===== src/include/lars_pkg.sv =====
// Shared constants for the linear array readout sequencer.
// Assumes both ends and the link interface import this package.
`default_nettype none

package lars_pkg;

    // =========================================================
    // Array geometry
    localparam int NSEC = 2;
    localparam int SEC_PIX = 64;
    localparam int NPIX = NSEC * SEC_PIX;

    // =========================================================
    // Data widths
    localparam int LEVEL_W = 12;
    localparam int LIGHT_W = 8;
    localparam logic [LEVEL_W-1:0] LEVEL_MAX = 12'hfff;
    localparam logic [LEVEL_W-1:0] LEVEL_ZERO = 12'h000;

    // =========================================================
    // Sequence counts
    localparam int CNT_W = 8;
    localparam logic [CNT_W-1:0] CNT_ZERO = 8'h00;
    localparam logic [CNT_W-1:0] CNT_ONE = 8'h01;
    localparam logic [CNT_W-1:0] END_COUNT = 8'h81;

    // =========================================================
    // Buffering between link and user
    localparam int FIFO_DEPTH = 4;
    localparam int FIFO_W = NSEC * LEVEL_W;

endpackage : lars_pkg

`default_nettype wire


===== src/include/lars_link_if.sv =====
// Link between the readout controller and the sensor array.
// Assumes one clock shared by both ends; pixel_clk is a one-cycle strobe.
`timescale 1ns/1ns
`default_nettype none

interface lars_link_if;
    import lars_pkg::*;

    logic pixel_clk;
    logic section_one_start_in;
    logic section_two_start_in;
    logic section_one_chain_out;
    logic section_two_chain_out;
    logic [LEVEL_W-1:0] section_one_pixel_out;
    logic section_one_pixel_oe;
    logic [LEVEL_W-1:0] section_two_pixel_out;
    logic section_two_pixel_oe;

    modport sensor (
        input pixel_clk,
        input section_one_start_in,
        input section_two_start_in,
        output section_one_chain_out,
        output section_two_chain_out,
        output section_one_pixel_out,
        output section_one_pixel_oe,
        output section_two_pixel_out,
        output section_two_pixel_oe
    );

    modport ctrl (
        output pixel_clk,
        output section_one_start_in,
        output section_two_start_in,
        input section_one_chain_out,
        input section_two_chain_out,
        input section_one_pixel_out,
        input section_one_pixel_oe,
        input section_two_pixel_out,
        input section_two_pixel_oe
    );

endinterface : lars_link_if

`default_nettype wire


===== src/logic/lars_sensor.sv =====
// Sensor array end: two 64-pixel sections with integrators and readout.
// Also holds the small pixel FIFO that the controller end buffers into.
// Assumes the controller strobes pixel_clk and pulses the start inputs.
// Summary of operation
// - Two 64-pixel sections form one 128 line
// - Shift register sequences readout and integrator reset
// - Start high on one strobe begins readout
// - Controller drops start before the next strobe
// - Each stage gates one pixel onto output
// - Stage falling low resets that pixel integrator
// - Strobe 129 empties register, output goes undriven
// - Controller always supplies the 129th strobe
// - Next start no earlier than strobe 130
// - Integration time is the start pulse spacing
// - Output undriven whenever no readout is active
// - Each section start input begins its sequence
// - Section one chain out feeds section two
// - Section two chain out marks end of data
`timescale 1ns/1ns
`default_nettype none


module lars_fifo #(
    parameter int W = 24,
    parameter int DEPTH = 4
) (
    input wire logic sys_clk,
    input wire logic rst_n,
    input wire logic in_valid,
    output logic in_ready,
    input wire logic [W-1:0] in_data,
    output logic out_valid,
    input wire logic out_ready,
    output logic [W-1:0] out_data
);

    localparam int AW = (DEPTH > 1) ? $clog2(DEPTH) : 1;
    localparam int CW = $clog2(DEPTH + 1);

    // =========================================================
    // State
    typedef struct packed {
        logic [DEPTH-1:0][W-1:0] mem;
        logic [AW-1:0] wr;
        logic [AW-1:0] rd;
        logic [CW-1:0] cnt;
    } lars_fifo_st_t;

    lars_fifo_st_t st_q;
    lars_fifo_st_t st_d;
    logic do_wr;
    logic do_rd;

    assign in_ready = (st_q.cnt != CW'(DEPTH));
    assign out_valid = (st_q.cnt != '0);
    assign out_data = st_q.mem[st_q.rd];
    assign do_wr = in_valid && in_ready;
    assign do_rd = out_valid && out_ready;

    always_comb
    begin
        st_d = st_q;
        if (do_wr)
        begin
            st_d.mem[st_q.wr] = in_data;
            st_d.wr = (st_q.wr == AW'(DEPTH - 1)) ? '0 : st_q.wr + 1'b1;
        end
        if (do_rd)
        begin
            st_d.rd = (st_q.rd == AW'(DEPTH - 1)) ? '0 : st_q.rd + 1'b1;
        end
        if (do_wr && !do_rd)
        begin
            st_d.cnt = st_q.cnt + 1'b1;
        end
        else if (do_rd && !do_wr)
        begin
            st_d.cnt = st_q.cnt - 1'b1;
        end
        if (!rst_n)
        begin
            st_d = '0;
        end
    end

    always_ff @(posedge sys_clk)
    begin
        st_q <= st_d;
    end

endmodule : lars_fifo

`default_nettype wire


===== src/logic/lars_ctrl.sv =====
// Controller end: strobes the array, collects pixels into a small FIFO.
// Assumes the sensor end shares sys_clk and updates on pixel_clk strobes.
`timescale 1ns/1ns
`default_nettype none

module lars_ctrl
    import lars_pkg::*;
(
    input wire logic sys_clk,
    input wire logic rst_n,
    lars_link_if.ctrl link,
    input wire logic frame_req,
    input wire logic parallel_mode,
    output logic pix_valid,
    input wire logic pix_ready,
    output logic [FIFO_W-1:0] pix_data,
    output logic frame_done,
    output logic busy
);

    // =========================================================
    // State
    typedef enum logic [1:0] {
        ST_IDLE,
        ST_STROBE,
        ST_WAIT,
        ST_SAMPLE
    } lars_ctrl_state_t;

    typedef struct packed {
        lars_ctrl_state_t state;
        logic [CNT_W-1:0] count;
        logic par;
        logic pclk;
        logic sec_one_start;
        logic sec_two_start;
        logic push;
        logic [FIFO_W-1:0] data;
        logic done;
        logic busy;
    } lars_ctrl_st_t;

    lars_ctrl_st_t st_q;
    lars_ctrl_st_t st_d;
    logic fifo_ready;

    lars_fifo #(
        .W(FIFO_W),
        .DEPTH(FIFO_DEPTH)
    ) u_fifo (
        .sys_clk(sys_clk),
        .rst_n(rst_n),
        .in_valid(st_q.push),
        .in_ready(fifo_ready),
        .in_data(st_q.data),
        .out_valid(pix_valid),
        .out_ready(pix_ready),
        .out_data(pix_data)
    );

    // =========================================================
    // Sequencer
    always_comb
    begin
        st_d = st_q;
        st_d.pclk = 1'b0;
        st_d.sec_one_start = 1'b0;
        st_d.sec_two_start = 1'b0;
        st_d.push = 1'b0;
        st_d.done = 1'b0;
        case (st_q.state)
            ST_IDLE:
            begin
                st_d.busy = 1'b0;
                if (frame_req)
                begin
                    st_d.count = CNT_ZERO;
                    st_d.par = parallel_mode;
                    st_d.busy = 1'b1;
                    st_d.state = ST_STROBE;
                end
            end
            ST_STROBE:
            begin
                // Strobe only with FIFO room, so a slow user stalls the scan
                if (fifo_ready && !st_q.push)
                begin
                    st_d.pclk = 1'b1;
                    st_d.count = st_q.count + CNT_ONE;
                    st_d.sec_one_start =
                        (st_q.count == CNT_ZERO);
                    st_d.sec_two_start = st_q.par
                        ? (st_q.count == CNT_ZERO)
                        : link.section_one_chain_out;
                    st_d.state = ST_WAIT;
                end
            end
            ST_WAIT:
            begin
                st_d.state = ST_SAMPLE;
            end
            ST_SAMPLE:
            begin
                st_d.push = link.section_one_pixel_oe
                    || link.section_two_pixel_oe;
                st_d.data = {link.section_two_pixel_out,
                    link.section_one_pixel_out};
                if (st_q.count == END_COUNT)
                begin
                    // Next frame's first strobe is at least the 130th
                    st_d.done = 1'b1;
                    st_d.state = ST_IDLE;
                end
                else
                begin
                    st_d.state = ST_STROBE;
                end
            end
            default:
            begin
                st_d.state = ST_IDLE;
            end
        endcase
        if (!rst_n)
        begin
            st_d = '0;
            st_d.state = ST_IDLE;
        end
    end

    always_ff @(posedge sys_clk)
    begin
        st_q <= st_d;
    end

    // =========================================================
    // Outputs
    assign link.pixel_clk = st_q.pclk;
    assign link.section_one_start_in = st_q.sec_one_start;
    assign link.section_two_start_in = st_q.sec_two_start;
    assign frame_done = st_q.done;
    assign busy = st_q.busy;

endmodule : lars_ctrl

`default_nettype wire


===== src/flat_wrapper.sv =====
// flat-port wrapper written by rule: the top's interface ports become plain ports
module lars_ctrl_flat import lars_pkg::*;
  (sys_clk, rst_n, frame_req, parallel_mode, pix_valid, pix_ready, pix_data, frame_done, busy, link_pixel_clk, link_section_one_start_in, link_section_two_start_in, link_section_one_chain_out, link_section_two_chain_out, link_section_one_pixel_out, link_section_one_pixel_oe, link_section_two_pixel_out, link_section_two_pixel_oe);
  lars_link_if link_i ();
  input wire logic sys_clk;
  input wire logic rst_n;
  input wire logic frame_req;
  input wire logic parallel_mode;
  output logic pix_valid;
  input wire logic pix_ready;
  output logic [FIFO_W-1:0] pix_data;
  output logic frame_done;
  output logic busy;
  output wire logic [$bits(link_i.pixel_clk)-1:0] link_pixel_clk;
  output wire logic [$bits(link_i.section_one_start_in)-1:0] link_section_one_start_in;
  output wire logic [$bits(link_i.section_two_start_in)-1:0] link_section_two_start_in;
  input wire logic [$bits(link_i.section_one_chain_out)-1:0] link_section_one_chain_out;
  input wire logic [$bits(link_i.section_two_chain_out)-1:0] link_section_two_chain_out;
  input wire logic [$bits(link_i.section_one_pixel_out)-1:0] link_section_one_pixel_out;
  input wire logic [$bits(link_i.section_one_pixel_oe)-1:0] link_section_one_pixel_oe;
  input wire logic [$bits(link_i.section_two_pixel_out)-1:0] link_section_two_pixel_out;
  input wire logic [$bits(link_i.section_two_pixel_oe)-1:0] link_section_two_pixel_oe;
  assign link_pixel_clk = link_i.pixel_clk;
  assign link_section_one_start_in = link_i.section_one_start_in;
  assign link_section_two_start_in = link_i.section_two_start_in;
  assign link_i.section_one_chain_out = link_section_one_chain_out;
  assign link_i.section_two_chain_out = link_section_two_chain_out;
  assign link_i.section_one_pixel_out = link_section_one_pixel_out;
  assign link_i.section_one_pixel_oe = link_section_one_pixel_oe;
  assign link_i.section_two_pixel_out = link_section_two_pixel_out;
  assign link_i.section_two_pixel_oe = link_section_two_pixel_oe;
  lars_ctrl u_core (.sys_clk(sys_clk), .rst_n(rst_n), .link(link_i), .frame_req(frame_req), .parallel_mode(parallel_mode), .pix_valid(pix_valid), .pix_ready(pix_ready), .pix_data(pix_data), .frame_done(frame_done), .busy(busy));
endmodule

===== config.mk =====
export PLATFORM = sky130hd
export DESIGN_NAME = lars_ctrl_flat
export DESIGN_NICKNAME = d
export VERILOG_FILES = /design/src/include/lars_pkg.sv /design/src/include/lars_link_if.sv /design/src/logic/lars_sensor.sv /design/src/logic/lars_ctrl.sv /design/src/flat_wrapper.sv
export SDC_FILE = /design/constraint.sdc
export NUM_CORES = 1
export LEC_CHECK = 0
export ABC_AREA = 1
export BUFFER_PORTS_ARGS = -buffer_cell sky130_fd_sc_hd__buf_4
export CORE_ASPECT_RATIO = 0.9
export CORE_MARGIN = 2
export CORE_UTILIZATION = 35
export CTS_BUF_LIST = sky130_fd_sc_hd__clkbuf_16
export DETAILED_ROUTE_END_ITERATION = 12
export HOLD_SLACK_MARGIN = 0.02
export SYNTH_ARGS = -nofsm -noshare
export SYNTH_HDL_FRONTEND = slang
export SYNTH_SLANG_ARGS = --single-unit
export TNS_END_PERCENT = 50

===== constraint.sdc =====
create_clock -name sys_clk -period 5 [get_ports sys_clk]
set_clock_uncertainty 0.2 [all_clocks]
set_input_delay 1 -clock sys_clk [delete_from_list [all_inputs] [get_ports sys_clk]]
set_output_delay 1 -clock sys_clk [all_outputs]
set_load 0.02 [all_outputs]

==> results of run 1 <==
## logic make-up (layout without fill, tap and decap cells)
logic type | Yosys count | count (layout)
flops | 144 | 144
fa+ha+maj | 13 | 13
buf+inv | 95 | 134
simple gates | 364 | 364
compound gates | 225 | 225
## report_power, final
| part | internal (mW) | switching [mW] | total (mW) |
|---|---|---|---|
| clock network | 0.711 | 0.476 | 1.19 |
| logic | 0.393 | 0.805 | 1.20 |
| registers | 1.23 | 0.0885 | 1.32 |
## sequential cells by signal, indices dropped and copies added (netlist names)
register,flops
u_core.link.section_one_start_in,1
u_core.u_fifo.st_q,103
u_core.link.section_two_start_in,1
u_core.frame_done,1
u_core.busy,1
u_core.link.pixel_clk,1
u_core.st_q,36
## routing by layer
layer	wire length, µm	up-vias	GRT usage
li1	-	2898	-
met1	8870	2708	0.244
met2	8330	135	0.287
met3	818	17	0.0364
met4	239	0	0.0623
met5	0	-	0
## synth_stat cells
| library cell | instances |
|---|---|
| fa_1 | 1 |
| buf_1 | 1 |
| o21ai_0 | 91 |
| nand2_2 | 80 |
| inv_4 | 1 |
| dfxtp_1 | 144 |
| buf_2 | 12 |
| inv_1 | 27 |
| nor3_1 | 3 |
| nand3_2 | 1 |
| and2_1 | 1 |
| nand4_1 | 2 |
| o22ai_1 | 24 |
| nand3b_1 | 1 |
| nand2_8 | 4 |
| inv_2 | 4 |
| ha_1 | 12 |
| nor2_1 | 111 |
| nand3_1 | 109 |
| nand2_4 | 1 |
| nor2_2 | 1 |
| clkbuf_1 | 33 |
| buf_12 | 9 |
| a21oi_2 | 80 |
| buf_4 | 1 |
| buf_6 | 7 |
| a21oi_1 | 30 |
| nand2_1 | 50 |
## final cells by class
class                   instances  share of cell area
clock buffers                  17              0.0544
clock inverters                15              0.0144
well taps                     250              0.0400
flip-flops and latches        144               0.369
multi-input cells             602               0.439
repair buffers                 70              0.0672
inverters                      32              0.0160
## worst max path at each step
| stage | cells past startpoint | end | start | slack [ps] |
|---|---|---|---|---|
| final | 5 | pix_data[23] | u_core.u_fifo.st_q[3]$_SDFFE_PN0P_ | 1390 |
| after global routing | 5 | pix_data[23] | u_core.u_fifo.st_q[3]$_SDFFE_PN0P_ | 1250 |
| after CTS | 5 | pix_data[23] | u_core.u_fifo.st_q[3]$_SDFFE_PN0P_ | 1420 |
| after detailed placement | 5 | pix_data[23] | u_core.u_fifo.st_q[3]$_SDFFE_PN0P_ | 1880 |
| after global placement | 5 | pix_data[23] | u_core.u_fifo.st_q[3]$_SDFFE_PN0P_ | 1890 |
| after floorplan | 4 | pix_data[13] | u_core.u_fifo.st_q[3]$_SDFFE_PN0P_ | 2550 |
## through the flow
stage               instances  power (mW)
floorplan                 841        2.11
global placement         1098        2.54
detailed placement       1098        2.55
CTS                      1130        3.73
global route             1130        3.92
finish                   1130        3.71
==> key figures, run 1 <==
Finish
  • Finished Cell Area: between 7000 and 8000 µm²
  • Layout cells sized above 1: 0.302
  • N_diodes: 0
  • Storage element area: between 2000 and 3000 µm²
  • Area Overhead vs Synth: 13.5%
  • Area of the multi-input gates: between 3000 and 4000 µm²
  • Nets: between 900 and 1,000
  • Commonest non-fill, non-tap cells in the layout: 144 x dfxtp_1, 111 x nor2_1, 109 x nand3_1
  • Filler cells: 2,000
  • Final Core Density: 0.407
  • Commonest non-fill, non-tap cell in the layout: dfxtp_1

GRT
  • All-Layer GR Usage: 0.180
  • First-pass GRT wire length: roughly 30,000 µm
  • Vias in the first global route: between 5,000 and 6,000
  • Largest net degree at the start of global routing: 65
  • GR Overflow Total: 0
  • Antenna violations before repair: 0

Synth
  • Post-synthesis simple-gate area fraction: 0.261
  • Main combinational cell family by area after synthesis: simple AND/OR/NAND/NOR gates
  • Post-Syn Nets: 887
  • Top cell type's share of synthesized area: 0.419
  • Post-synthesis sequential area ratio: 0.419
  • XOR/XNOR Fraction of Synth Area: 0
  • Synthesis Warnings: 0
  • Mux share of post-synthesis cell area: 0
  • Synth Register Bits: ~140
  • Leading area contributor after synthesis: dfxtp_1
  • Post-synth cell types: 28
  • Synth area leaders: dfxtp_1 42%, a21oi_2 10%, nand3_1 7.9%
  • Synth Area in Compound Gates: 0.212
  • Adder-Cell Fraction of Synth Area: 0.0247
  • Mapped Area: 6890 µm²
  • Avg Cell Area, Syn: approximately 8.2 µm²
  • Synth Instances: between 800 and 900

CTS
  • CTS tree: yes
  • Postcts setup bufs: 0
  • Htree depth: 4
  • Total CTS buffers: 17
  • CTS Hold Bufs: 0
  • Worst-Skew Late Latency: between 400 and 500 ps
  • Clk slew on worst S/H paths: ~60 ps
  • Root buffer cell: clkbuf_16
  • PostCTS Resize Cnt: 0
  • CTS Buffer Depth: 2
  • Clock sink total: roughly 140

Timing
  • Least-Margin Pin Slew: about 960 ps
  • Fmax: roughly 280 MHz
  • Headroom to the max-slew limit: 0.361
  • Final WS setup: between 1000 and 1500 ps
  • Setup TNS: 0 ps
  • Minimum clock period: between 3000 and 4000 ps
  • Final Hold Viols: 0
  • Final Hold Slack: ~260 ps
  • Unrepaired setup endpoints after global routing: no
  • Slew Viols, Final: 0
  • Final setup fails: 0
  • Period utilization: 0.721

Place
  • RePlAce Congestion: 0.806
  • Port bufs: roughly 60
  • Cell Area, Placed: approximately 7300 µm²
  • Post-place setup slack: between 1500 and 2000 ps
  • DPL Wire Length: 10,300 µm

Detailed routing
  • Antenna-violating nets left: 0
  • Final WL: roughly 18,000 µm
  • DRC viols: 0
  • Wire per inst: between 15 and 20 µm
  • Vias per cell: 5.10
  • Router iterations before antenna repair: 5
  • Routed vias: 5,758
  • DR iter-0 viols: between 300 and 400

Worst setup path
  • Worst R2R Start: u_core.u_fifo.st_q[1]$_SDFFE_PN0P_
  • Crit path max-delay family: buffers and inverters
  • Setup Crit Path Kind: reg2out
  • Worst-path cell chain: inv_1, buf_4, o21ai_0, o22ai_1, buf_4
  • Crit path arrival time: about 2400 ps
  • Startpoint types: flop
  • CP max stage cell: inv_1
  • Most used cell along the critical path: buf_4
  • Crit. End Element: primary output
  • Crit path largest cell delay: roughly 640 ps
  • Worst EP required: 3800 ps
  • Worst Path Max Fanout: 28
  • Buf/Inv on CP: 3
  • Critical R2R Capture: u_core.u_fifo.st_q[7]$_SDFFE_PN0P_
  • Worst r2r path cells: 8
  • R2R Setup Slk: 2350 ps

Pwr
  • Leak pwr: 2.79 nW
  • PwrDens: about 470 nW/µm²
  • Max VDD drop: approximately 240 µV

Worst hold path
  • Min-delay src: u_core.st_q[30]$_SDFFE_PN0P_
  • Min-Delay Endpoint: u_core.link.section_two_start_in$_SDFF_PN0_
  • Hold path depth: 1
  • Hold crit path type: reg2reg

Floorplanning
  • Die area: between 20,000 and 25,000 µm²
  • Core Area: between 15,000 and 20,000 µm²
  • Ports: 63
  • Die height: between 100 and 150 µm
  • Core Rows: 48
  • Starting Density: 0.358
  • Die width: 152 µm

Run
  • Max Cap Viol: 0

Outcome
  • Status: completed
(Power assumes the default switching activity.)
==> inputs of run 2 (changes only) <==
==> constraint.sdc (replaced) <==
create_clock -name sys_clk -period 3.3 [get_ports sys_clk]
set_clock_uncertainty 0.2 [all_clocks]
set_input_delay 0.66 -clock sys_clk [delete_from_list [all_inputs] [get_ports sys_clk]]
set_output_delay 0.66 -clock sys_clk [all_outputs]
set_load 0.02 [all_outputs]
==> key figures, run 2 (synthesis results as in run 1) <==
Outcome
  • Status: completed

Finish
  • N_diodes: 0
  • Final Core Density: 0.414
  • Layout cells sized above 1: 0.312
  • Commonest non-fill, non-tap cell in the layout: dfxtp_1
  • Finished Cell Area: between 7000 and 8000 µm²
  • Largest Register: u_core.u_fifo.st_q
  • Area Overhead vs Synth: 15.5%
  • Top flop regs: u_core.u_fifo.st_q (103), u_core.st_q (36)
  • Max FFs per register: 103
  • Nets: just over 900
  • Commonest non-fill, non-tap cells in the layout: 144 x dfxtp_1, 111 x nor2_1, 109 x nand3_1
  • Non-Filler Instances: approximately 1,100

CTS
  • CTS Buffer Depth: 2
  • Worst-Skew Late Latency: 420 ps
  • CTS tree: yes
  • PostCTS Resize Cnt: 0
  • Total CTS buffers: 17
  • Postcts setup bufs: 0
  • Root buffer cell: clkbuf_16
  • Clk slew on worst S/H paths: around 60 ps
  • Clock sink total: approximately 140
  • Htree depth: 4
  • CTS Hold Bufs: 0

Floorplanning
  • Core Area: 19,200 µm²
  • Die width: 152 µm
  • Core Rows: between 40 and 50
  • Die area: about 21,000 µm²
  • Starting Density: 0.358
  • Ports: 63
  • Die height: 137 µm

Timing
  • Fmax: 370 MHz
  • Final Hold Slack: 259 ps
  • Unrepaired setup endpoints after global routing: no
  • Headroom to the max-slew limit: 0.469
  • Least-Margin Pin Slew: 795 ps
  • Minimum clock period: 2700 ps
  • Slew Viols, Final: 0
  • Final setup fails: 0
  • Period utilization: 0.818
  • Final WS setup: around 600 ps
  • Final Hold Viols: 0
  • Setup TNS: 0 ps

Pwr
  • Tot Pwr: around 5.8 mW
  • Leak pwr: 2.86 nW
  • PwrDens: 725 nW/µm²
  • Max VDD drop: ~400 µV

GRT
  • All-Layer GR Usage: 0.176
  • Vias in the first global route: about 5,300
  • Largest net degree at the start of global routing: 63
  • Antenna violations before repair: 0
  • First-pass GRT wire length: 29,200 µm
  • GR Overflow Total: 0

Worst setup path
  • R2R Setup Slk: a little over 1000 ps
  • Crit path largest cell delay: 320 ps
  • Worst EP required: approximately 2400 ps
  • Crit. End Element: primary output
  • Crit path max-delay family: buffers and inverters
  • Setup Crit Path Kind: reg2out
  • CP max stage cell: dfxtp_1
  • Crit path arrival time: 1840 ps
  • Startpoint types: flop
  • Most used cell along the critical path: buf_4
  • Buf/Inv on CP: 3
  • Worst Path Max Fanout: 21
  • Worst-path cell chain: inv_1, buf_4, o21ai_0, o22ai_1, buf_4

Place
  • DPL Wire Length: between 10,000 and 15,000 µm
  • Post-place setup slack: 909 ps
  • Port bufs: 61
  • RePlAce Congestion: 0.783
  • Cell Area, Placed: 7370 µm²
  • Placed cells: ~1,100

Detailed routing
  • Antenna-violating nets left: 0
  • Routed vias: a little under 6,000
  • Wire per inst: about 16 µm
  • Vias per cell: between 5 and 6
  • Final WL: ~18,000 µm
  • Router iterations before antenna repair: 4
  • DR iter-0 viols: 458
  • DRC viols: 0

Run
  • Max Cap Viol: 0

Worst hold path
  • Hold crit path type: reg2reg
[run 2: cell count changes in the layout (fill, tap and decap cells not counted), sizes merged]
cell	delta
bufinv	+1
clkinv	-2
buf	+10
clkinvlp	+2
inv	-1
[run 2: final timing paths]
kind,startpoint,end,cells after the start
setup / recovery,u_core.u_fifo.st_q[4]$_SDFFE_PN0P_,pix_data[0],5
hold / removal,u_core.u_fifo.st_q[58]$_SDFFE_PN0P_,u_core.u_fifo.st_q[58]$_SDFFE_PN0P_,2
setup reg to reg,u_core.u_fifo.st_q[1]$_SDFFE_PN0P_,u_core.u_fifo.st_q[2]$_SDFFE_PN0P_,11
hold reg to reg,u_core.u_fifo.st_q[58]$_SDFFE_PN0P_,u_core.u_fifo.st_q[58]$_SDFFE_PN0P_,2
[run 2: layout make-up]
cell class	instances	area, µm²
Clock inverter	15	155
Timing Repair Buffer	80	626
Clock buffer	17	425
Fill cell	1975	11300
Inverter	32	125
Sequential cell	144	2880
Tap cell	250	313
Multi-Input combinational cell	602	3430
[run 2: tightest hold or removal path: cells and delay by family, from the launching register on]
kind,cells,cell delay (ps)
and+or+nand+nor,1,60
DFF,1,310
AOI/OAI and AO/OA,1,50
[run 2: metal layers]
metal / wire length (µm) / share of wire / GRT usage
met5: 0 / 0 / 0
met4: 179 / 0.010 / 0.0493
met3: 694 / 0.039 / 0.0386
met2: 7950 / 0.44 / 0.274
met1: 9140 / 0.51 / 0.245
[run 2: report_power, final]
group	total [mW]	leakage (nW)	internal (mW)	switching (mW)
clock network	1.90	0.293	1.17	0.729
registers	2.01	1.16	1.87	0.141
logic	1.86	1.41	0.629	1.23
